## src/design/bsq_regs.svh

```systemverilog
// Timing, threshold and field constants for the burner safety sequencer
`ifndef BSQ_REGS_SVH
`define BSQ_REGS_SVH

// ----------------------------------------------------------------
// Clock and timing tick
// ----------------------------------------------------------------
`define BSQ_CLK_HZ          20000000
`define BSQ_TICK_MS         100
`define BSQ_TICK_CYCLES     ((`BSQ_CLK_HZ / 1000) * `BSQ_TICK_MS)
`define BSQ_TICK_W          21

// ----------------------------------------------------------------
// Sequence intervals in milliseconds
// ----------------------------------------------------------------
`define BSQ_PREPURGE_MS     12000
`define BSQ_PREIGN_MS       12000
`define BSQ_SAFETY_MS       10000
`define BSQ_POST_ONE_MS     20000
`define BSQ_POST_TWO_MS     3000
`define BSQ_VALVE2_MS       40000
`define BSQ_RESET_MS        90000

// Interval converted to whole ticks
`define BSQ_MS2TICK(ms)     ((ms) / `BSQ_TICK_MS)
`define BSQ_TMR_W           10
`define BSQ_TMR_MAX         10'h3FF

// ----------------------------------------------------------------
// Mains voltage thresholds in volts effective
// ----------------------------------------------------------------
`define BSQ_V_W             9
`define BSQ_V_START         9'h0BB
`define BSQ_V_TRIP          9'h0A0
`define BSQ_V_NOMINAL       9'h0E6
`define BSQ_V_MARGIN_PCT    15

`endif

```

## src/design/bsq_pkg.sv

```systemverilog
// Types shared by the burner safety sequencer
package bsq_pkg;

	// ----------------------------------------------------------------
	// Sequence states
	// ----------------------------------------------------------------
	typedef enum logic [3:0]
	{
		BSQ_IDLE,
		BSQ_PREPURGE,
		BSQ_PREIGN,
		BSQ_SAFETY,
		BSQ_POSTIGN,
		BSQ_RUN,
		BSQ_LOCKOUT,
		BSQ_UV_HOLD
	} bsq_state_e;

	// ----------------------------------------------------------------
	// Field inputs and actuator outputs
	// ----------------------------------------------------------------
	typedef struct packed
	{
		logic       heat_demand;
		logic       flame_seen;
		logic       reset_button;
		logic [8:0] mains_v;
	} bsq_field_s;

	typedef struct packed
	{
		logic motor;
		logic ignition;
		logic valve1;
		logic valve2;
		logic lockout_lamp;
	} bsq_act_s;

endpackage

```

## src/design/bsq_sequencer.sv

```systemverilog
// Oil burner safety sequencer: start-up, supervision and lockout
//
// What this block does
// - Fixed-threshold variant starts only above 187 V
// - Below 160 V while sequencing forces undervoltage lockout
// - Undervoltage lockout restarts itself above 187 V
// - Second variant starts only above nominal minus 15%
// - Second variant: below 160 V blocks, no fuel
// - No flame by safety time end: lockout
// - Stray light in pre-purge: lockout at end
// - Flame lost while running: lockout after safety time
// - 12 s pre-purge, 12 s pre-ignition before fuel
// - Post-ignition 20 s one-stage, 3 s two-stage
// - Second valve: 40 s after release, flame present
// - Safety time 10 s; reset accepted after 90 s
// - Lockout lamp lit; reset button leaves lockout
// - Flame input low means no flame, per tick
`timescale 1ns/1ps
`include "bsq_regs.svh"

module bsq_sequencer
	import bsq_pkg::*;
#(
	parameter int         TICK_CYCLES = `BSQ_TICK_CYCLES,
	parameter bit         TWO_STAGE   = 1'b0,
	parameter bit         LV_MODE     = 1'b0,
	parameter logic [8:0] V_NOMINAL   = `BSQ_V_NOMINAL
)
(
	// Clock and reset
	input  wire logic       clk_sys,
	input  wire logic       resetn,
	// Burner field inputs
	input  wire bsq_field_s field,
	// Burner actuators and lamp
	output bsq_act_s        act,
	// Sequence state
	output bsq_state_e      state
);

	// ----------------------------------------------------------------
	// Constants
	// ----------------------------------------------------------------
	localparam logic [`BSQ_TICK_W-1:0] TICK_LAST  = `BSQ_TICK_W'(TICK_CYCLES - 1);
	localparam logic [`BSQ_TMR_W-1:0]  T_PREPURGE = `BSQ_TMR_W'(`BSQ_MS2TICK(`BSQ_PREPURGE_MS));
	localparam logic [`BSQ_TMR_W-1:0]  T_PREIGN   = `BSQ_TMR_W'(`BSQ_MS2TICK(`BSQ_PREIGN_MS));
	localparam logic [`BSQ_TMR_W-1:0]  T_SAFETY   = `BSQ_TMR_W'(`BSQ_MS2TICK(`BSQ_SAFETY_MS));
	localparam logic [`BSQ_TMR_W-1:0]  T_POST     = TWO_STAGE ?
		`BSQ_TMR_W'(`BSQ_MS2TICK(`BSQ_POST_TWO_MS)) :
		`BSQ_TMR_W'(`BSQ_MS2TICK(`BSQ_POST_ONE_MS));
	localparam logic [`BSQ_TMR_W-1:0]  T_VALVE2   = `BSQ_TMR_W'(`BSQ_MS2TICK(`BSQ_VALVE2_MS));
	localparam logic [`BSQ_TMR_W-1:0]  T_RESET    = `BSQ_TMR_W'(`BSQ_MS2TICK(`BSQ_RESET_MS));

	// ----------------------------------------------------------------
	// Functions
	// ----------------------------------------------------------------
	function automatic logic [8:0] start_limit(input logic mode, input logic [8:0] nom);
		int scaled;
		scaled = (int'(nom) * (100 - `BSQ_V_MARGIN_PCT)) / 100;
		if (mode)
			start_limit = 9'(scaled);
		else
			start_limit = `BSQ_V_START;
	endfunction

	// Interval has run out on this tick
	function automatic logic expired(input logic tk, input logic [`BSQ_TMR_W-1:0] tm,
		input logic [`BSQ_TMR_W-1:0] lim);
		expired = tk && (tm >= lim - 10'h001);
	endfunction

	function automatic logic [`BSQ_TMR_W-1:0] tmr_step(input logic tk,
		input logic [`BSQ_TMR_W-1:0] tm);
		if (tk && (tm != `BSQ_TMR_MAX))
			tmr_step = tm + 10'h001;
		else
			tmr_step = tm;
	endfunction

	function automatic logic fuel_state(input bsq_state_e s);
		fuel_state = (s == BSQ_SAFETY) || (s == BSQ_POSTIGN) || (s == BSQ_RUN);
	endfunction

	// ----------------------------------------------------------------
	// Timing tick and flame sampling
	// ----------------------------------------------------------------
	logic [`BSQ_TICK_W-1:0] tick_cnt_r;
	logic [`BSQ_TICK_W-1:0] tick_cnt_nxt;
	logic                   tick_r;
	logic                   tick_nxt;
	logic                   flame_r;
	logic                   flame_nxt;

	always_comb
	begin
		tick_nxt     = (tick_cnt_r == TICK_LAST);
		tick_cnt_nxt = tick_nxt ? '0 : tick_cnt_r + 21'h000001;
		flame_nxt    = tick_r ? field.flame_seen : flame_r;
	end

	always_ff @(posedge clk_sys or negedge resetn)
	begin
		if (!resetn)
		begin
			tick_cnt_r <= '0;
			tick_r     <= 1'b0;
			flame_r    <= 1'b0;
		end
		else
		begin
			tick_cnt_r <= tick_cnt_nxt;
			tick_r     <= tick_nxt;
			flame_r    <= flame_nxt;
		end
	end

	// ----------------------------------------------------------------
	// Sequencer
	// ----------------------------------------------------------------
	bsq_state_e             state_r;
	bsq_state_e             state_nxt;
	logic [`BSQ_TMR_W-1:0]  tm_r;
	logic [`BSQ_TMR_W-1:0]  tm_nxt;
	logic [`BSQ_TMR_W-1:0]  v2_r;
	logic [`BSQ_TMR_W-1:0]  v2_nxt;
	logic [`BSQ_TMR_W-1:0]  loss_r;
	logic [`BSQ_TMR_W-1:0]  loss_nxt;
	logic                   stray_r;
	logic                   stray_nxt;
	bsq_act_s               act_r;
	bsq_act_s               act_nxt;
	logic                   volt_ok;
	logic                   volt_trip;
	logic                   active;

	always_comb
	begin
		volt_ok   = (field.mains_v > start_limit(LV_MODE, V_NOMINAL));
		volt_trip = (field.mains_v < `BSQ_V_TRIP);
		active    = (state_r != BSQ_IDLE) && (state_r != BSQ_LOCKOUT) &&
			(state_r != BSQ_UV_HOLD);
		state_nxt = state_r;
		stray_nxt = stray_r;

		unique case (state_r)
			BSQ_IDLE:
				if (field.heat_demand && volt_ok && !volt_trip)
					state_nxt = BSQ_PREPURGE;
			BSQ_PREPURGE:
			begin
				if (tick_r && flame_r)
					stray_nxt = 1'b1;
				if (expired(tick_r, tm_r, T_PREPURGE))
					state_nxt = (stray_r || (tick_r && flame_r)) ? BSQ_LOCKOUT : BSQ_PREIGN;
			end
			BSQ_PREIGN:
				if (expired(tick_r, tm_r, T_PREIGN))
					state_nxt = BSQ_SAFETY;
			BSQ_SAFETY:
				if (flame_r)
					state_nxt = BSQ_POSTIGN;
				else if (expired(tick_r, tm_r, T_SAFETY))
					state_nxt = BSQ_LOCKOUT;
			BSQ_POSTIGN:
				if (expired(tick_r, tm_r, T_POST))
					state_nxt = BSQ_RUN;
			BSQ_RUN:
				state_nxt = BSQ_RUN;
			BSQ_LOCKOUT:
				if (field.reset_button && (tm_r >= T_RESET))
					state_nxt = BSQ_IDLE;
			BSQ_UV_HOLD:
				if (volt_ok)
					state_nxt = BSQ_IDLE;
		endcase

		// Flame lost after establishment
		if ((state_r == BSQ_POSTIGN || state_r == BSQ_RUN) && !flame_r &&
			expired(tick_r, loss_r, T_SAFETY))
			state_nxt = BSQ_LOCKOUT;

		// Thermostat chain opened: orderly shutdown
		if (active && !field.heat_demand)
			state_nxt = BSQ_IDLE;

		// Undervoltage overrides everything while sequencing
		if (active && volt_trip)
			state_nxt = LV_MODE ? BSQ_LOCKOUT : BSQ_UV_HOLD;

		if (state_nxt != BSQ_PREPURGE)
			stray_nxt = 1'b0;

		// Interval timers
		tm_nxt   = (state_nxt != state_r) ? '0 : tmr_step(tick_r, tm_r);
		v2_nxt   = fuel_state(state_nxt) ? tmr_step(tick_r, v2_r) : '0;
		loss_nxt = (fuel_state(state_nxt) && !flame_r) ? tmr_step(tick_r, loss_r) : '0;

		// Actuators follow the next state; lockout leaves only the lamp
		act_nxt.motor        = (state_nxt == BSQ_PREPURGE) || (state_nxt == BSQ_PREIGN) ||
			fuel_state(state_nxt);
		act_nxt.ignition     = (state_nxt == BSQ_PREIGN) || (state_nxt == BSQ_SAFETY) ||
			(state_nxt == BSQ_POSTIGN);
		act_nxt.valve1       = fuel_state(state_nxt);
		act_nxt.valve2       = TWO_STAGE && fuel_state(state_nxt) &&
			(act_r.valve2 || ((v2_r >= T_VALVE2) && flame_r));
		act_nxt.lockout_lamp = (state_nxt == BSQ_LOCKOUT) || (state_nxt == BSQ_UV_HOLD);
	end

	always_ff @(posedge clk_sys or negedge resetn)
	begin
		if (!resetn)
		begin
			state_r <= BSQ_IDLE;
			tm_r    <= '0;
			v2_r    <= '0;
			loss_r  <= '0;
			stray_r <= 1'b0;
			act_r   <= '0;
		end
		else
		begin
			state_r <= state_nxt;
			tm_r    <= tm_nxt;
			v2_r    <= v2_nxt;
			loss_r  <= loss_nxt;
			stray_r <= stray_nxt;
			act_r   <= act_nxt;
		end
	end

	// ----------------------------------------------------------------
	// Outputs
	// ----------------------------------------------------------------
	assign act   = act_r;
	assign state = state_r;

endmodule

```

## config.mk

```make
export PLATFORM = sky130hd
export DESIGN_NAME = bsq_sequencer
export DESIGN_NICKNAME = d
export VERILOG_FILES = /design/src/design/bsq_pkg.sv /design/src/design/bsq_sequencer.sv
export VERILOG_INCLUDE_DIRS = /design/src /design/src/design
export SDC_FILE = /design/constraint.sdc
export NUM_CORES = 1
export LEC_CHECK = 0
export ABC_AREA = 1
export BUFFER_PORTS_ARGS = -buffer_cell sky130_fd_sc_hd__buf_2
export CAP_MARGIN = 20
export CORE_ASPECT_RATIO = 0.75
export CORE_MARGIN = 5
export CORE_UTILIZATION = 60
export CTS_CLUSTER_DIAMETER = 150
export CTS_CLUSTER_SIZE = 28
export DETAILED_ROUTE_END_ITERATION = 6
export PLACE_DENSITY = 0.77
export SLEW_MARGIN = 20
export SYNTH_ARGS = -nofsm -noshare
export SYNTH_HDL_FRONTEND = slang
export SYNTH_SLANG_ARGS = --single-unit
```

## constraint.sdc

```tcl
create_clock -name clk_sys -period 4.9 [get_ports clk_sys]
set_input_delay 0.49 -clock clk_sys [delete_from_list [all_inputs] [get_ports clk_sys]]
set_output_delay 0.49 -clock clk_sys [all_outputs]
set_load 0.02 [all_outputs]
```

==> out/results.tsv, run 1 <==
metric	value	unit
status	finished clean	
yosys.area.top_type	dfrtp_1	
start_kind	flip-flop	
synth_xor_area_share	7.520	%
drv_cap	0	
crit_fanout	7	
rows	23	
cts_sinks	52	
clockRootBuffer	clkbuf_8	
antenna_found_initial	0	
post_cts_buffers	0	
drtPass1Iterations	5	
hp-class	in -> async	
p_per_area	369.7	nW/um^2
finalPower	0.001293	W
hold_viol	0	
synth_edf_count	0	
vias_per_cell	5.355	
routed_wl	6402	um
hold_buffers	0	
cp.arrival	2.48	ns
dieArea	6993	sq um
routabilityCongestion	0.8864	
ys_warn_count	0	
setup_viol	0	
tightest_slew	0.6278	ns
grt-ovfl-total	0	
cts.reportedPaths.clkPinSlew	0.09	ns
synth_compound_area_share	5.438	%
vdd_drop_max	0.1863	mV
htree_levels	2	
yosys-top-cells-area	dfrtp_1 40%, nand2_1 9.8%, xor2_1 6.5%, inv_1 5.4%, nor2_1 5.3%	
slew_headroom	58.14	%
grt_use_total	20.12	%
grt_pass1_wl	11250	um
syn-num-nets	432	
grt_setup_unrepaired	false	
netlist_area	3244	sq um
clock_skew	0.003304	ns
synth_top_family_by_area	simple AND/OR/NAND/NOR gates	
seq_area_frac_synth	40.11	%
ys_ff_latch	52	
ant_nets	0	
crit_required	5.13	ns
final_cells	510	
yosys.area_share.simple	37.56	%
vias	2731	
drtIter0Drc	154	
synth_cell_types	40	
clockBufferDepth	2	
synthTopCellsByCount	85 x nand2_1, 52 x dfrtp_1, 47 x inv_1	
min_period	2.251	ns
final_nets	452	
avgSynthCellArea	7.837	sq um
worstSkewPairLatency	0.30	ns
synth-async-reset-ratio	100.0	%
worstSetupPathType	reg -> reg	
yosysMostFrequentCell	nand2_1	
io_pins	23	
cts.repair.resized	0	
r2r_cells	14	
grt_pass1_vias	2469	
drc	0	
fp.coreArea	5295	sq um
dp.cells	502	
fin_setup_tns	0	ns
syn_to_final_growth	7.790	%
hold_slack	0.2897	ns
cts_buffers	5	
synth_fa_ha_area_share	1.543	%
fmax	444.2	MHz
min_period_over_period	45.94	%
initial_core_util	61.27	%
synth.area.mux_share	0	%
port_buffers	19	
antenna_cells	0	
dp_hpwl	4735	um
slew_violations	0	
tritoncts	done	
end_kind	flip-flop	
synth_top_area_share	40.11	%
grt_max_degree	53	
synthCells	414	
ys.flop_type	dfrtp_1	
p_leak	1.713	nW
avgRoutedWirePerCell	12.55	um
die_h	73.68	um
die_w	94.91	um
drive_above_1_share	19.08	%
-- power breakdown --
group / leakage, nW / internal (W) / switching [W]
Clock: 0.0516 / 0.000116 / 0.000143
Combinational: 0.965 / 0.000162 / 0.000371
Sequential: 0.696 / 0.000458 / 0.0000432
-- through the flow --
stage / utilization, % / cell area [sq um] / setup WS [ns]
5_1_grt: 66.04 / 3497 / 2.339
3_5_place_dp: 64.23 / 3401 / 2.673
2_1_floorplan: - / 3244 / 2.955
6_report: 66.04 / 3497 / 2.649
4_1_cts: 66.04 / 3497 / 2.647
3_3_place_gp: 64.23 / 3401 / 2.695
-- worst max-delay path, cell delays in order, from the launching register on --
cell	delay [ns]
dfrtp_1	0.41
ha_1	0.24
nand2_1	0.15
nor2_1	0.05
nand3_1	0.08
nor2_1	0.06
nand3_1	0.06
nand2_1	0.16
inv_1	0.15
nand2_1	0.09
nor2_1	0.16
nand2_1	0.12
o21ai_0	0.14
o21ai_0	0.12
nor3_2	0.18
-- path summary, 6_finish.rpt --
| kind | from | to | slack, ns |
|---|---|---|---|
| setup / recovery | tm_r[0] | tm_r[9] | 2.65 |
| hold / removal | resetn | state[3] | 0.29 |
| setup reg to reg | tm_r[0] | tm_r[9] | 2.65 |
| hold reg to reg | stray_r | stray_r | 0.53 |
| max in group asynchronous | resetn | tick_cnt_r[13] | 4.20 |
| min in group clk_sys | field[10] | flame_r | 0.42 |
-- registers in the layout, summed over array words and instances, names as in the netlist --
signal,count
tick_cnt_r,21
stray_r,1
tm_r,10
flame_r,1
act,4
tick_r,1
state,4
loss_r,10
-- layout make-up --
type	count	area (sq um)
Multi-Input combinational cell	300	1693
Sequential cell	52	1301
Timing Repair Buffer	20	102.6
Fill cell	481	1798
Clock inverter	2	13.76
Clock buffer	6	82.58
Tap cell	75	93.84
Inverter	55	210.2
-- routing by layer --
| layer | GRT usage [%] | up-vias | wire length, um |
|---|---|---|---|
| li1 | - | 1373 | - |
| met1 | 29.06 | 1255 | 3067 |
| met2 | 31.41 | 92 | 2847 |
| met3 | 3.582 | 11 | 397 |
| met4 | 5.120 | 0 | 90 |
| met5 | 0 | - | 0 |
-- cells by family after synthesis --
| group | Yosys count |
|---|---|
| AO/OA/AOI/OAI | 26 |
| adder cells (fa/ha/maj) | 4 |
| flip-flops | 52 |
| XOR/XNOR | 27 |
| other | 1 |
| AND/OR/NAND/NOR | 242 |
| buffers and inverters | 62 |
-- cells in the final DEF (no fill, tap or decap), types with 5 or more instances in the layout --
master    Yosys  final
a21oi_1       6      6
buf_2         2     19
clkbuf_8      0      6
dfrtp_1      52     52
inv_1        47     47
inv_2         6      6
nand2_1      85     85
nand2_2       7      7
nand2_4       5      5
nand3_1      34     34
nand4_1      13     13
nor2_1       46     46
nor2_2       12     12
nor3_1       14     14
nor3_2       11     11
nor4_1        5      5
o21ai_0      11     11
xor2_1       24     24
Note: power is estimated with default switching activity, not from simulation.
==> run 2, diff against run 1 <==
==> constraint.sdc (replaced) <==
create_clock -name clk_sys -period 2.32 [get_ports clk_sys]
set_input_delay 0.232 -clock clk_sys [delete_from_list [all_inputs] [get_ports clk_sys]]
set_output_delay 0.232 -clock clk_sys [all_outputs]
set_load 0.02 [all_outputs]
==> out/results.tsv, run 2 (synthesis gave the netlist of run 1 again) <==
metric	value	unit	change
final_common_cell	nand2_1		
switching_share	43.70	%	+0.56 points
pwr-share-seq	37.0	%	-1.7 points
ant_nets	0		unchanged
start_kind	flip-flop		
htree_levels	2		unchanged
slew_violations	0		unchanged
nFillCells	493		+2.5%
clockRootBuffer	clkbuf_8		
switchingPower	0.001252	W	+120%
vdd_drop_max	0.3499	mV	+88%
fin_setup_tns	0	ns	unchanged
initial_core_util	61.27	%	unchanged
cts_buffers	5		unchanged
min_period	2.130	ns	-0.1209 ns
holdCritStartpoint	field[10]		
cp.depth	12		-2
setup_viol	0		unchanged
drtPass1Iterations	4		-1
status	finished clean		
regArea	1303	sq um	about the same
drtIter0Drc	152		-1.3%
routabilityCongestion	0.8484		-4.3%
fin_util	67.41	%	+1.4 points
crit_fanout	10		+3
final_nets	458		+1.3%
routed_wl	6623	um	+3.5%
p_per_area	802.7	nW/um^2	+120%
holdPathStages	3		
worstSetupPathType	reg -> reg		
io_pins	23		unchanged
rows	23		unchanged
p_leak	1.737	nW	+1.4%
tritoncts	done		
grt_use_total	20.66	%	+0.54 points
min_to	flame_r		
slew_headroom	66.36	%	+8.2 points
antenna_found_initial	0		unchanged
final_cell_mix	84 x nand2_1, 51 x dfrtp_1, 47 x inv_1, 44 x nor2_1, 34 x nand3_1		
grt-ovfl-total	0		unchanged
reg.largest.list	tick_cnt_r x21, loss_r x10, tm_r x10		
crit_required	2.55	ns	-2.58 ns
cp_slowest_cell	dfrtp_1		
p_clk_share	19.1	%	-0.9 points
cp_num_buf_inv	1		unchanged
combinationalPowerShare	43.9	%	+2.7 points
tightest_slew	0.5022	ns	-0.1256 ns
grt_max_degree	22		-58%
avgRoutedWirePerCell	12.84	um	+2.2%
die_w	94.91	um	unchanged
cp_common_cell	nand2_1		
critPathMaxStageDelay	0.53	ns	+0.12 ns
end_kind	flip-flop		
grt_pass1_vias	2491		+0.89%
clock_skew	0.007296	ns	+0.003992 ns
largest_reg_flops	21		unchanged
port_buffers	19		unchanged
fp.coreArea	5295	sq um	unchanged
clockBufferDepth	2		unchanged
fmax	469.4	MHz	+5.7%
cp.arrival	2.36	ns	-0.12 ns
syn_to_final_growth	10.03	%	
worstReg2RegStart	state[2]		
drv_cap	0		unchanged
crit_family	simple AND/OR/NAND/NOR gates		
top_register	tick_cnt_r		
post_cts_buffers	0		unchanged
r2r_slack	0.19	ns	-2.46 ns
cts.reportedPaths.clkPinSlew	0.10	ns	about the same
path_cells	nor2_2 -> nand2_1 -> o21ai_2 -> or2_4 -> nand2_1 -> a21oi_2 -> nand2_2 -> nand2_4 -> xor2_2 -> o21ai_4 -> buf_12 -> nor3_2		
grt_setup_unrepaired	false		
grt_pass1_wl	11240	um	about the same
dieArea	6993	sq um	unchanged
vias	2682		-1.8%
drc	0		unchanged
dp_hpwl	5037	um	+6.4%
worstSkewPairLatency	0.31	ns	about the same
antenna_cells	0		unchanged
reg2reg_to	tm_r[8]		
hp-class	in -> reg		
multiInputGateArea	1705	sq um	+0.74%
min_period_over_period	91.82	%	+46 points
r2r_cells	12		-2
vias_per_cell	5.198		-2.9%
die_h	73.68	um	unchanged
hold_viol	0		unchanged
drive_above_1_share	20.86	%	+1.8 points
cts_sinks	52		unchanged
p_int	0.001613	W	+120%
## run 2: changes by cell type in the layout (fill, tap and decap cells not counted), sizes merged
cell,before,now
clkinvlp,0,2
buf,20,25
clkbuf,6,5
dlygate4sd3,0,1
clkinv,2,1
## run 2: per-layer routing
layer / GRT usage (%) / vias up / part of all wire, %
met4: 5.440 / 0 / 0.82
met1: 29.30 / 1241 / 50
met5: 0 / - / 0
li1: - / 1374 / -
met2: 32.58 / 62 / 45
met3: 3.992 / 5 / 4.2
## run 2: tightest hold or removal path, delay by kind of cell
family          cells  cell delay [ns]
buf+inv             1             0.08
compound gates      1             0.06
simple gates        1             0.04
## run 2: worst max path at each step
| stage | from | endpoint | slack, ns |
|---|---|---|---|
| CTS | tm_r[0] | tm_r[8] | 0.10 |
| finish | state[2] | tm_r[8] | 0.19 |
| floorplan | tm_r[0] | tm_r[9] | 0.38 |
| global placement | tm_r[0] | tm_r[9] | 0.27 |
| detailed placement | tm_r[0] | tm_r[4] | 0.17 |
| global route | tm_r[0] | loss_r[1] | 0.003 |
## run 2: repair_timing
action | in CTS | in global routing
hold buffers | 1 | 0
gates resized for setup | 0 | 5
endpoints found under the setup margin | 0 | 14
endpoints found under the hold margin | 19 | 0
## run 2: final cells by class
| cell class | count | share of cell area, % |
|---|---|---|
| clock inverter | 3 | 0.7361 |
| multi-input combinational | 300 | 47.77 |
| inverter | 55 | 5.889 |
| timing repair buffer | 26 | 4.557 |
| sequential | 52 | 36.49 |
| tap | 75 | 2.629 |
| clock buffer | 5 | 1.928 |
## run 2: stage by stage
| step | cells | hold WS [ns] | power, W | cell area [sq um] | setup WS [ns] |
|---|---|---|---|---|---|
| 3_5_place_dp | 507 | 0.2170 | 0.002306 | 3451 | 0.1675 |
| 3_3_place_gp | 507 | 0.2093 | 0.002276 | 3451 | 0.2678 |
| 4_1_cts | 516 | 0.1286 | 0.002869 | 3556 | 0.1049 |
| 5_1_grt | 516 | 0.1385 | 0.003033 | 3570 | 0.003155 |
| 2_1_floorplan | 414 | -0.06359 | 0.001975 | 3244 | 0.3754 |
| 6_report | 516 | 0.1367 | 0.002865 | 3570 | 0.1897 |
## run 2: power groups by stage
stage	combinational (W)	clock [W]	sequential (W)
floorplan	0.000894	0	0.00108
global placement	0.00121	0	0.00107
detailed placement	0.00124	0	0.00107
CTS	0.00125	0.000568	0.00105
global route	0.00135	0.000613	0.00107
finish	0.00126	0.000547	0.00106
==> run 3, diff against run 2 <==
--- a/config.mk
+++ b/config.mk
@@ -12,6 +12,7 @@
 export CORE_ASPECT_RATIO = 0.75
 export CORE_MARGIN = 5
 export CORE_UTILIZATION = 60
+export CTS_BUF_LIST = sky130_fd_sc_hd__clkbuf_16
 export CTS_CLUSTER_DIAMETER = 150
 export CTS_CLUSTER_SIZE = 28
 export DETAILED_ROUTE_END_ITERATION = 6
==> out/results.tsv, run 3 (synthesis gave the netlist of run 1 again) <==
metric	value	unit	change
status	finished clean		
die_h	73.68	um	unchanged
tightest_slew	0.4975	ns	-0.004739 ns
cp_slowest_cell	dfrtp_1		
rows	23		unchanged
clockBufferDepth	2		unchanged
cp_num_buf_inv	1		unchanged
dieArea	6993	sq um	unchanged
final_nets	458		unchanged
top_register	tick_cnt_r		
grtUsageMet2	33.59	%	+1.0 points
drc	0		unchanged
stdcell_area	3632	sq um	+1.8%
path_cells	ha_1 -> nand2_2 -> nand2_1 -> nand2_1 -> nand2_1 -> nand2_1 -> nor2_1 -> a21oi_1 -> nand2_1 -> nand2_2 -> nand2_4 -> xor2_4 -> o21ai_4 -> buf_12 -> nor3_2		
end_kind	flip-flop		
largest_reg_flops	21		unchanged
cts_sinks	52		unchanged
clockRootBuffer	clkbuf_16		
drive_above_1_share	20.86	%	unchanged
drtIter0Drc	132		-13%
crit_fanout	10		unchanged
final_cell_mix	84 x nand2_1, 51 x dfrtp_1, 47 x inv_1, 44 x nor2_1, 34 x nand3_1		
ant_nets	0		unchanged
switchingPower	0.001296	W	+3.5%
syn_to_final_growth	11.96	%	
clock_skew	0.006334	ns	-0.0009614 ns
vias	2684		+0.075%
fin_util	68.60	%	+1.2 points
start_kind	flip-flop		
grt-ovfl-total	0		unchanged
p_leak	1.763	nW	+1.5%
grtUsageMet3	5.015	%	+1.0 points
hold_viol	0		unchanged
switching_share	41.72	%	-2.0 points
slew_headroom	66.68	%	+0.32 points
cp_common_cell	nand2_1		
grt_use_met1	29.49	%	+0.20 points
post_dp_cell_area	3451	sq um	unchanged
worstSetupPathType	reg -> reg		
vdd_drop_max	0.3483	mV	-0.44%
hold_slack	0.1505	ns	+0.01383 ns
p_per_area	855.5	nW/um^2	+6.6%
drtPass1Iterations	4		unchanged
setup_ws	0.1720	ns	-0.01772 ns
finalPower	0.003107	W	+8.4%
grt_max_degree	22		unchanged
antenna_found_initial	0		unchanged
htree_levels	2		unchanged
routabilityCongestion	0.8484		unchanged
io_pins	23		unchanged
combinationalPowerShare	41.3	%	-2.6 points
cts.reportedPaths.clkPinSlew	0.07	ns	-0.03 ns
crit_family	simple AND/OR/NAND/NOR gates		
slew_violations	0		unchanged
dp_hpwl	5037	um	unchanged
initial_core_util	61.27	%	unchanged
final_common_cell	nand2_1		
setup_viol	0		unchanged
p_clk_share	24.6	%	+5.5 points
die_w	94.91	um	unchanged
p_int	0.001811	W	+12%
dp_slack	0.1675	ns	unchanged
port_buffers	19		unchanged
fp.coreArea	5295	sq um	unchanged
grt_use_total	21.21	%	+0.55 points
worstSkewPairLatency	0.30	ns	about the same
pwr-share-seq	34.1	%	-2.9 points
tritoncts	done		
avgRoutedWirePerCell	13.21	um	+2.9%
grt_pass1_vias	2509		+0.72%
vias_per_cell	5.202		about the same
grt_pass1_wl	11540	um	+2.7%
min_period	2.148	ns	+0.01772 ns
min_period_over_period	92.59	%	+0.76 points
nFillCells	480		-2.6%
fmax	465.5	MHz	-0.82%
drv_cap	0		unchanged
cts_buffers	5		unchanged
critPathMaxStageDelay	0.41	ns	-0.12 ns
antenna_cells	0		unchanged
crit_required	2.53	ns	-0.02 ns
reg.largest.list	tick_cnt_r x21, loss_r x10, tm_r x10		
cp.arrival	2.36	ns	about the same
routed_wl	6817	um	+2.9%
grt-busiest-layer	met2		
hp-class	in -> reg		
[run 3: cell count changes in the layout (fill, tap and decap cells not counted)]
cell and delta:
clkbuf_8 -5, xor2_4 +1, nor2_4 -1, xor2_2 -1, clkbuf_16 +5, nor2_2 +1
[run 3: final timing paths]
check / from / endpoint / slack (ns) / cells after the start
max in group asynchronous: resetn / state[1] / 1.23 / 3
max reg2reg: tm_r[0] / tm_r[8] / 0.17 / 15
min: field[10] / flame_r / 0.15 / 3
min in group asynchronous: resetn / tm_r[7] / 0.43 / 2
min reg2reg: tick_cnt_r[2] / tick_cnt_r[2] / 0.53 / 1
max: tm_r[0] / tm_r[8] / 0.17 / 15
[run 3: per-layer routing]
layer / wire (um) / share of wire (%)
met5: 0 / 0
met4: 70 / 1.0
met3: 329 / 4.8
met2: 3165 / 46
met1: 3252 / 48
[run 3: layout make-up]
cell class / instances / area [sq um] / area share [%]
inverter: 55 / 210.2 / 5.787
clock inverter: 3 / 26.28 / 0.7234
tap: 75 / 93.84 / 2.584
timing repair buffer: 26 / 162.7 / 4.478
multi-input combinational: 300 / 1712 / 47.12
clock buffer: 5 / 125.1 / 3.445
sequential: 52 / 1303 / 35.86
[run 3: power groups by stage]
stage	combinational [W]	clock [W]	sequential [W]
final	0.00128	0.000765	0.00106
after global routing	0.00137	0.000828	0.00107
after CTS	0.00125	0.000785	0.00105
after detailed placement	0.00124	0	0.00107
after global placement	0.00121	0	0.00107
after floorplan	0.000894	0	0.00108
[run 3: tightest hold or removal path: cells and delay by family]
family	cells	cell delay, ns
buf+inv	1	0.08
compound gates	1	0.06
simple gates	1	0.04
[run 3: what timing repair did]
item | 4_1_cts | 5_1_grt
gates resized for setup | 0 | 5
hold buffers | 1 | 0
endpoints found under the setup margin | 0 | 11
hold endpoints to repair | 19 | 0
setup buffers | 0 | 0
[run 3: metrics by stage]
stage | instances | setup TNS, ns
2_1_floorplan | 414 | 0
3_3_place_gp | 507 | 0
3_5_place_dp | 507 | 0
4_1_cts | 516 | 0
5_1_grt | 516 | -0.01538
6_report | 516 | 0
